==> src/rtl/gen_cfg_pkg.sv <==
/*
 * Constants and carrier types for the serializer general configuration bank.
 * Assumes a host-side target that delivers decoded byte reads and writes.
 */
package gen_cfg_pkg;

    // Register byte addresses
    localparam logic [7:0] ADDR_GENERAL_CONFIG        = 8'h03;
    localparam logic [7:0] ADDR_GENERAL_CONFIG_SECOND = 8'h04;
    localparam logic [7:0] ADDR_PORT_SELECT           = 8'h1E;

    // Reset values
    localparam logic [7:0] RST_GENERAL_CONFIG        = 8'h92;
    localparam logic [7:0] RST_GENERAL_CONFIG_SECOND = 8'h00;
    localparam logic [7:0] RST_PORT_SELECT           = 8'h00;
    localparam logic [7:0] READ_UNMAPPED             = 8'h00;

    // First register field positions
    localparam int BIT_CRC_CHECK_EN = 7;
    localparam int BIT_PULL_LOW_OFF = 6;
    localparam int BIT_EARLY_ACK    = 5;
    localparam int BIT_SYNC_FILTER  = 4;
    localparam int BIT_FORWARDING   = 3;
    localparam int BIT_PCLK_AUTO    = 1;

    // Second register field positions
    localparam int BIT_CRC_CLEAR    = 5;
    localparam int BIT_FWD_OVERRIDE = 1;
    localparam int BIT_FWD_OVR_VAL  = 0;

    // Port select field position
    localparam int BIT_PORT_SELECT  = 0;

    // Least pulse width, in system clock cycles, that the sync filter passes
    localparam int FILTER_MIN_CYCLES = 2;

    // Per-port private copy of the port-specific fields
    typedef struct packed {
        logic early_ack;
        logic forwarding;
        logic fwd_override;
        logic fwd_override_value;
    } port_cfg_s;

    localparam port_cfg_s PORT_CFG_RESET = '{1'b0, 1'b0, 1'b0, 1'b0};

    // Video timing strobes
    typedef struct packed {
        logic display_enable;
        logic horiz_sync;
        logic vert_sync;
    } sync_s;

endpackage

==> src/rtl/gen_cfg_regs.sv <==
/*
 * General configuration register bank of the display bridge serializer:
 * two shared/per-port configuration registers and the port-select register.
 * Assumes the device's two-wire target delivers one-cycle read and write
 * strobes with a byte address on the system clock; the link, CRC and clock
 * switching logic consume the registered control outputs.
 */
`timescale 1ns/1ps

module gen_cfg_regs (
    // Clock and reset
    input  wire logic               CLK_SYS_IN,
    input  wire logic               RST_IN,
    // Register access from the two-wire target
    input  wire logic [7:0]         REG_ADDR_IN,
    input  wire logic [7:0]         REG_WDATA_IN,
    input  wire logic               REG_WR_IN,
    input  wire logic               REG_RD_IN,
    output logic      [7:0]         REG_RDATA_OUT,
    output logic                    REG_RVALID_OUT,
    // Remote receiver capability, one bit per link port
    input  wire logic [1:0]         REMOTE_FWD_CAP_IN,
    // Video strobes from pins
    input  wire gen_cfg_pkg::sync_s SYNC_PINS_IN,
    output gen_cfg_pkg::sync_s      SYNC_CLEAN_OUT,
    // Shared controls
    output logic                    CRC_CHECK_EN_OUT,
    output logic                    PIN_PULL_LOW_OFF_OUT,
    output logic                    PCLK_AUTO_SWITCH_OUT,
    output logic                    CRC_COUNT_CLEAR_OUT,
    // Per-port controls, bit 1 is the second port
    output logic      [1:0]         REMOTE_WRITE_EARLY_ACK_OUT,
    output logic      [1:0]         REMOTE_BUS_FORWARDING_OUT,
    output logic      [1:0]         FWD_CHECK_ENABLE_OUT
);

    logic                   crc_check_en_q;
    logic                   pull_low_off_q;
    logic                   sync_filter_q;
    logic                   pclk_auto_q;
    logic                   crc_clear_q;
    logic                   second_port_select_q;
    gen_cfg_pkg::port_cfg_s port_cfg_q [2];
    logic [1:0]             fwd_en_q;
    logic [7:0]             rdata_q;
    logic                   rvalid_q;
    logic                   wr_cfg1;
    logic                   wr_cfg2;
    logic                   wr_psel;
    logic                   sel;

    // Chosen port copy for the per-port fields
    // port copy steering
    assign sel     = second_port_select_q;
    assign wr_cfg1 = REG_WR_IN && (REG_ADDR_IN == gen_cfg_pkg::ADDR_GENERAL_CONFIG);
    assign wr_cfg2 = REG_WR_IN && (REG_ADDR_IN == gen_cfg_pkg::ADDR_GENERAL_CONFIG_SECOND);
    assign wr_psel = REG_WR_IN && (REG_ADDR_IN == gen_cfg_pkg::ADDR_PORT_SELECT);

    // Read image of the first register for one port copy
    function automatic logic [7:0] cfg1_image(input gen_cfg_pkg::port_cfg_s pc,
                                              input logic crc_en, input logic pull_off,
                                              input logic filt, input logic pauto);
        logic [7:0] v;
        v = 8'h00;
        v[gen_cfg_pkg::BIT_CRC_CHECK_EN] = crc_en;
        v[gen_cfg_pkg::BIT_PULL_LOW_OFF] = pull_off;
        v[gen_cfg_pkg::BIT_EARLY_ACK]    = pc.early_ack;
        v[gen_cfg_pkg::BIT_SYNC_FILTER]  = filt;
        v[gen_cfg_pkg::BIT_FORWARDING]   = pc.forwarding;
        v[gen_cfg_pkg::BIT_PCLK_AUTO]    = pauto;
        return v;
    endfunction

    // Read image of the second register for one port copy
    function automatic logic [7:0] cfg2_image(input gen_cfg_pkg::port_cfg_s pc,
                                              input logic clr);
        logic [7:0] v;
        v = 8'h00;
        v[gen_cfg_pkg::BIT_CRC_CLEAR]    = clr;
        v[gen_cfg_pkg::BIT_FWD_OVERRIDE] = pc.fwd_override;
        v[gen_cfg_pkg::BIT_FWD_OVR_VAL]  = pc.fwd_override_value;
        return v;
    endfunction

    // Shared fields of the first register
    always_ff @(posedge CLK_SYS_IN) begin
        if (RST_IN) begin
            crc_check_en_q <= gen_cfg_pkg::RST_GENERAL_CONFIG[gen_cfg_pkg::BIT_CRC_CHECK_EN];
            pull_low_off_q <= gen_cfg_pkg::RST_GENERAL_CONFIG[gen_cfg_pkg::BIT_PULL_LOW_OFF];
            sync_filter_q  <= gen_cfg_pkg::RST_GENERAL_CONFIG[gen_cfg_pkg::BIT_SYNC_FILTER];
            pclk_auto_q    <= gen_cfg_pkg::RST_GENERAL_CONFIG[gen_cfg_pkg::BIT_PCLK_AUTO];
        end else if (wr_cfg1) begin
            crc_check_en_q <= REG_WDATA_IN[gen_cfg_pkg::BIT_CRC_CHECK_EN];
            pull_low_off_q <= REG_WDATA_IN[gen_cfg_pkg::BIT_PULL_LOW_OFF];
            sync_filter_q  <= REG_WDATA_IN[gen_cfg_pkg::BIT_SYNC_FILTER];
            pclk_auto_q    <= REG_WDATA_IN[gen_cfg_pkg::BIT_PCLK_AUTO];
        end
    end

    // held counter clear
    // Not self-clearing, so counters stay cleared until software writes 0
    always_ff @(posedge CLK_SYS_IN) begin
        if (RST_IN) begin
            crc_clear_q <= gen_cfg_pkg::RST_GENERAL_CONFIG_SECOND[gen_cfg_pkg::BIT_CRC_CLEAR];
        end else if (wr_cfg2) begin
            crc_clear_q <= REG_WDATA_IN[gen_cfg_pkg::BIT_CRC_CLEAR];
        end
    end

    always_ff @(posedge CLK_SYS_IN) begin
        if (RST_IN) begin
            second_port_select_q <= gen_cfg_pkg::RST_PORT_SELECT[gen_cfg_pkg::BIT_PORT_SELECT];
        end else if (wr_psel) begin
            second_port_select_q <= REG_WDATA_IN[gen_cfg_pkg::BIT_PORT_SELECT];
        end
    end

    // per-port copies
    // Only the selected copy takes the write; the other keeps its value
    always_ff @(posedge CLK_SYS_IN) begin
        if (RST_IN) begin
            port_cfg_q[0] <= gen_cfg_pkg::PORT_CFG_RESET;
            port_cfg_q[1] <= gen_cfg_pkg::PORT_CFG_RESET;
        end else begin
            if (wr_cfg1) begin
                port_cfg_q[sel].early_ack  <= REG_WDATA_IN[gen_cfg_pkg::BIT_EARLY_ACK];
                port_cfg_q[sel].forwarding <= REG_WDATA_IN[gen_cfg_pkg::BIT_FORWARDING];
            end
            if (wr_cfg2) begin
                port_cfg_q[sel].fwd_override <= REG_WDATA_IN[gen_cfg_pkg::BIT_FWD_OVERRIDE];
                port_cfg_q[sel].fwd_override_value <=
                    REG_WDATA_IN[gen_cfg_pkg::BIT_FWD_OVR_VAL];
            end
        end
    end

    always_ff @(posedge CLK_SYS_IN) begin
        if (RST_IN) begin
            fwd_en_q <= 2'h0;
        end else begin
            for (int p = 0; p < 2; p++) begin
                fwd_en_q[p] <= port_cfg_q[p].fwd_override ?
                               port_cfg_q[p].fwd_override_value : REMOTE_FWD_CAP_IN[p];
            end
        end
    end

    // reserved bits zero
    // Read data registered one cycle after the strobe; unmapped reads give zero
    always_ff @(posedge CLK_SYS_IN) begin
        if (RST_IN) begin
            rdata_q  <= gen_cfg_pkg::READ_UNMAPPED;
            rvalid_q <= 1'b0;
        end else begin
            rvalid_q <= REG_RD_IN;
            if (REG_RD_IN) begin
                case (REG_ADDR_IN)
                    gen_cfg_pkg::ADDR_GENERAL_CONFIG:
                        rdata_q <= cfg1_image(port_cfg_q[sel], crc_check_en_q,
                                              pull_low_off_q, sync_filter_q, pclk_auto_q);
                    gen_cfg_pkg::ADDR_GENERAL_CONFIG_SECOND:
                        rdata_q <= cfg2_image(port_cfg_q[sel], crc_clear_q);
                    gen_cfg_pkg::ADDR_PORT_SELECT:
                        rdata_q <= {7'h00, second_port_select_q};
                    default:
                        rdata_q <= gen_cfg_pkg::READ_UNMAPPED;
                endcase
            end
        end
    end

    sync_glitch_filter u_filter (
        .clk_in       (CLK_SYS_IN),
        .rst_in       (RST_IN),
        .filter_en_in (sync_filter_q),
        .raw_in       (SYNC_PINS_IN),
        .clean_out    (SYNC_CLEAN_OUT)
    );

    // Control outputs, each straight from a flop
    assign CRC_CHECK_EN_OUT     = crc_check_en_q;
    assign PIN_PULL_LOW_OFF_OUT = pull_low_off_q;
    assign PCLK_AUTO_SWITCH_OUT = pclk_auto_q;
    assign CRC_COUNT_CLEAR_OUT  = crc_clear_q;
    assign FWD_CHECK_ENABLE_OUT = fwd_en_q;
    assign REG_RDATA_OUT        = rdata_q;
    assign REG_RVALID_OUT       = rvalid_q;
    assign REMOTE_WRITE_EARLY_ACK_OUT = {port_cfg_q[1].early_ack, port_cfg_q[0].early_ack};
    assign REMOTE_BUS_FORWARDING_OUT  = {port_cfg_q[1].forwarding, port_cfg_q[0].forwarding};
endmodule // gen_cfg_regs

==> src/rtl/sync_glitch_filter.sv <==
/*
 * Glitch filter for the display-enable and sync inputs.
 * Assumes the raw inputs are asynchronous pins and the clock is the system clock.
 */
`timescale 1ns/1ps

module sync_glitch_filter (
    // Clock and reset
    input  wire logic               clk_in,
    input  wire logic               rst_in,
    // Control
    input  wire logic               filter_en_in,
    // Video strobes
    input  wire gen_cfg_pkg::sync_s raw_in,
    output gen_cfg_pkg::sync_s      clean_out
);

    logic [2:0] meta_q;
    logic [2:0] sync_q;
    logic [2:0] pend_q;
    logic [2:0] clean_q;

    // Two-stage synchroniser; the first stage feeds only the second
    always_ff @(posedge clk_in) begin
        if (rst_in) begin
            meta_q <= 3'h0;
            sync_q <= 3'h0;
        end else begin
            meta_q <= raw_in;
            sync_q <= meta_q;
        end
    end

    // two-cycle filter
    // A change must be seen on two edges in a row before it passes
    always_ff @(posedge clk_in) begin
        if (rst_in) begin
            pend_q  <= 3'h0;
            clean_q <= 3'h0;
        end else begin
            for (int i = 0; i < 3; i++) begin
                if (!filter_en_in) begin
                    clean_q[i] <= sync_q[i];
                    pend_q[i]  <= 1'b0;
                end else if (sync_q[i] != clean_q[i]) begin
                    if (pend_q[i]) begin
                        clean_q[i] <= sync_q[i];
                        pend_q[i]  <= 1'b0;
                    end else begin
                        pend_q[i]  <= 1'b1; // Wait one more edge
                    end
                end else begin
                    pend_q[i] <= 1'b0; // One-cycle pulse is dropped
                end
            end
        end
    end

    assign clean_out = clean_q;
endmodule // sync_glitch_filter

==> config.mk <==
export PLATFORM = sky130hd
export DESIGN_NAME = gen_cfg_regs
export DESIGN_NICKNAME = d
export VERILOG_FILES = /design/src/rtl/gen_cfg_pkg.sv /design/src/rtl/gen_cfg_regs.sv /design/src/rtl/sync_glitch_filter.sv
export SDC_FILE = /design/constraint.sdc
export NUM_CORES = 1
export LEC_CHECK = 0
export BUFFER_PORTS_ARGS = -buffer_cell sky130_fd_sc_hd__buf_2
export CAP_MARGIN = 20
export CELL_PAD_IN_SITES_DETAIL_PLACEMENT = 1
export CELL_PAD_IN_SITES_GLOBAL_PLACEMENT = 1
export CORE_AREA = 4 4 69 71
export DETAILED_ROUTE_END_ITERATION = 10
export DIE_AREA = 0 0 73 75
export PLACE_DENSITY_LB_ADDON = 0.1
export SLEW_MARGIN = 20
export SYNTH_ARGS = -nofsm -noshare
export SYNTH_HDL_FRONTEND = slang
export SYNTH_SLANG_ARGS = --single-unit
==> constraint.sdc <==
create_clock -name CLK_SYS_IN -period 1.9 [get_ports CLK_SYS_IN]
set_input_delay 0.285 -clock CLK_SYS_IN [delete_from_list [all_inputs] [get_ports CLK_SYS_IN]]
set_output_delay 0.285 -clock CLK_SYS_IN [all_outputs]
set_load 0.02 [all_outputs]
Word-level counts from Yosys, hierarchy flattened
Memory sizes are Yosys's and may differ from the RTL's. A register that Yosys moved wholly into a read port is not among the register bits.
Index checks and enable logic that the tools add are counted.
{"block": "word_totals", "mem_bits_rw": 8, "out_inout_bits": 22, "reg_bits": 29, "wordCells": 72, "mem_count": 1, "input_bits": 25}
{"block": "op_classes", "n_mux": 28, "reduce_logical": 10, "bitwise_logic": 4, "eq_ne": 12}
{"name": "port_cfg_q", "words": 2, "width": 4, "rd": 3, "rd_clocked_by_memory_dff": 1, "wr": 2, "line_no": "gen_cfg_regs.sv:43", "rtl": "gen_cfg_pkg::port_cfg_s port_cfg_q [2];"}
{"op": "$mux W1", "count": 25}
{"op": "$pmux W8 S3", "count": 1}
{"op": "$ne A2 B1 Y1 const B", "count": 6}
{"op": "$reduce_or A3 Y1", "count": 3}
{"op": "$eq A8 B2 Y1 const B", "count": 1}
{"op": "$eq A8 B3 Y1 const B", "count": 1}
{"op": "$eq A8 B5 Y1 const B", "count": 1}
{"op": "$reduce_and A2 Y1", "count": 3}
{"op": "$mux W4", "count": 1}
{"op": "$not A1 Y1", "count": 4}
{"op": "$reduce_or A4 Y1", "count": 1}
{"op": "$logic_and A1 B1 Y1", "count": 3}
{"op": "$ne A1 B1 Y1", "count": 3}
{"op": "$mux W2", "count": 1}

Logic depth before layout (Yosys ltp)
{"block": "logic_depth", "ltp_word": 7, "depth_mapped": 5, "mapped_depth_nobuf": 4}

Hierarchy
Synthesis repeated with hierarchy kept, for this count alone.
{"block": "hier_totals", "cells_unflattened": 154, "area_unflattened_um2": 1631.6}
{"mod": "gen_cfg_regs", "cells_per_inst": 117, "instances": 1, "area_each_um2": 1177.4}
{"mod": "sync_glitch_filter", "cells_per_inst": 37, "instances": 1, "area_each_um2": 454.2}

Least setup slack after synthesis
No wires, ideal clock.
{"block": "synth_timing", "path_kind": "input to register", "startpoint": "in REG_ADDR_IN[4]", "endpoint": "mem port_cfg_q[0][0] (netlist name), enable pin", "cell_stages": 3, "arrival_time_ps": 1286, "slack_ps": 319, "path_buffers": 0, "required_time_ps": 1605, "cell_sequence": "or4b_4 > nor4_4 > a21o_1"}
{"item": "start: declaration", "line_no": "gen_cfg_regs.sv:15", "rtl": "input wire logic [7:0] REG_ADDR_IN,"}
{"item": "end: declaration", "line_no": "gen_cfg_regs.sv:43"}

==> metrics.txt <==
outcome=finished clean; Cells on Worst Hold Path=2; crit path time final=1500 ps; clk slew on worst S/H paths=70 ps; Final Max Tran Viols=0; Total Power=1.45 mW; FMAX=668 MHz; count of input and output buffers=44; Hold Startpoint=SYNC_PINS_IN[2]; drt drc=0; Reg2Reg Capture Point=REG_RDATA_OUT[1]; Final Setup Violations=0; Layout Skew=~2.6 ps; Max Fanout on Critical Path=6; FFs w/ async S/R, synth=0%; 1st-iter DRT viols=50; Req. time, crit path=1900 ps; Die Width=about 73 um; dpl ws=115 ps; clk sinks=37; CTS tree=done; Via density=between 4 and 5; routed len/inst=14.3 um; Post-CTS Hold Buffers=0; clk root buf=clkbuf_8; main flop type after synthesis=dfxtp_1; post-route setup TNS=0 ps; Resized cells post-CTS=0; P_leak=0.879 nW; CP max-delay cell=or4b_4; Initial Utilization=36.6%; unrepaired setup endpoints after global routing=false; first-pass GRT wire length=5.58 mm; DR pass1 iterations=4; endpoint type of the worst setup path=register; Post-CTS Setup Inserts=0; GR Util All Layers=about 13%; initial antenna violation count=0; Distinct cells, synth=34; Mapped Area=1550 sq um; Worst setup SP type=input port; critical path arrival=1490 ps; WHS Endpoint=u_filter.meta_q[2]; total gr overflow=0; diodes inserted=0; layout cells sized above 1=34.9%; GPL Wtd Cong=around 0.76; I/O pins=47; CTS Buf Count=5; Die Area=5480 sq um; clock network latency to the later pin of the worst-skew pair=280 ps; final hold slack=210 ps; most common cell after layout, fill and taps aside=buf_2; largest net degree at the start of global routing=16; setup ws final=~400 ps; worst-case clock buffer depth=2; Core Area=4230 sq um; max_cap viols=0; Final Hold Fails=0; commonest cells after routing, fill and taps aside=buf_2 (44), dfxtp_1 (29), nor2_1 (15); Pwr Density=approximately 770 nW/um^2; Max VDD drop=0.366 mV; crit share post-route=about four fifths; Row Count=24; Hold WC Path Type=input port to register; crit path launch=REG_ADDR_IN[4]; reg2reg path depth=3; number of synthesized flops with an enable pin=8; #FFs+latches synth=37; Die Y=75 um; Routed Antenna Nets=0; FF-to-FF setup slack=590 ps; CP Cell Sequence=buf_2 -> or4b_4 -> nor4_4 -> a21o_1; Largest stage delay, worst path=550 ps; Ys Warns=0; synthesized instance count=138; sequential fraction of the synthesis area=52.9%; Synth-to-Final Area Change=21.7%; Crit Path Class=input port to register; via count=roughly 1100; vias in the first global route=approximately 1200; drt total wl=3.39 mm; HPWL Detailed=2.68 mm; Post-layout nets=210; final core occ=44.6%; # H-tree levels=2; Mapped Nets=163; Syn Area/Cell=11.2 sq um
[critical path, delay by kind of cell]
kind,cells,cell delay [ps]
AND/OR/NAND/NOR,2,890
AO/OA/AOI/OAI,1,200
buffers and inverters,1,120
[registers in the layout, summed over array words and instances (netlist names), 2 cells and up, named ones only]
name and count:
FWD_CHECK_ENABLE_OUT 2, REG_RDATA_OUT 7, port_cfg_q 8, u_filter.clean_out 3, u_filter.meta_q 3, u_filter.pend_q 3, u_filter.sync_q 3
[where the power goes]
group	total (mW)	switching (mW)	internal (mW)
sequential	0.826	0.00764	0.818
clock	0.520	0.266	0.254
combinational	0.107	0.0590	0.0475
total	1.45	0.333	1.12
[routing by layer]
metal	GRT usage (%)	wire length, um
met4	4.92	40
met1	17.2	1580
met5	0	0
met3	4.01	208
met2	21.4	1570
[cells in the mapped netlist, types with 2 or more instances]
| cell type | count | area (sq um) |
|---|---|---|
| a22o_1 | 6 | 52.6 |
| buf_6 | 2 | 22.5 |
| nor3_1 | 5 | 25.0 |
| and3_1 | 8 | 50.1 |
| nand2b_1 | 6 | 37.5 |
| nor2_1 | 15 | 56.3 |
| nor2b_1 | 8 | 50.1 |
| edfxtp_1 | 8 | 240 |
| a211o_1 | 3 | 26.3 |
| dfxtp_1 | 29 | 581 |
| a21o_1 | 2 | 15.0 |
| mux2i_1 | 9 | 90.1 |
| inv_1 | 6 | 22.5 |
| xnor2_1 | 3 | 26.3 |
| or4b_4 | 2 | 27.5 |
| mux2_2 | 3 | 33.8 |
| o21bai_1 | 2 | 15.0 |
| buf_4 | 5 | 37.5 |
[how the worst max path moves through the flow]
stage                        to  slack (ps)
2_1_floorplan  port_cfg_q[0][0]         320
3_3_place_gp   port_cfg_q[0][0]         140
3_5_place_dp   port_cfg_q[0][0]         120
4_1_cts        port_cfg_q[0][0]         410
5_1_grt        port_cfg_q[0][0]         380
6_report       port_cfg_q[0][0]         400
[through the flow]
step / cell area, sq um / std cells
2_1_floorplan: 1550 / 138
3_3_place_gp: 1800 / 230
3_5_place_dp: 1800 / 230
4_1_cts: 1890 / 238
5_1_grt: 1890 / 238
6_report: 1890 / 238
[area by class of cell]
class                           instances  area (sq um)
Inverter                                6          22.5
Multi-Input combinational cell         87           644
Fill cell                             484          2350
Timing Repair Buffer                   48           250
Tap cell                               52          65.1
Clock buffer                            5          68.8
Sequential cell                        37           821
Clock inverter                          3          16.3
[kinds of logic (layout without fill, tap and decap cells)]
kind of cell,Yosys count,count (layout),share of synthesized area (%)
xor+xnor,3,3,1.69
simple gates,52,52,21.3
mux,12,12,7.98
flops,37,37,52.9
other cells,1,1,0.242
buf+inv,14,62,5.56
compound gates,19,19,10.3
(Power assumes the default switching activity.)
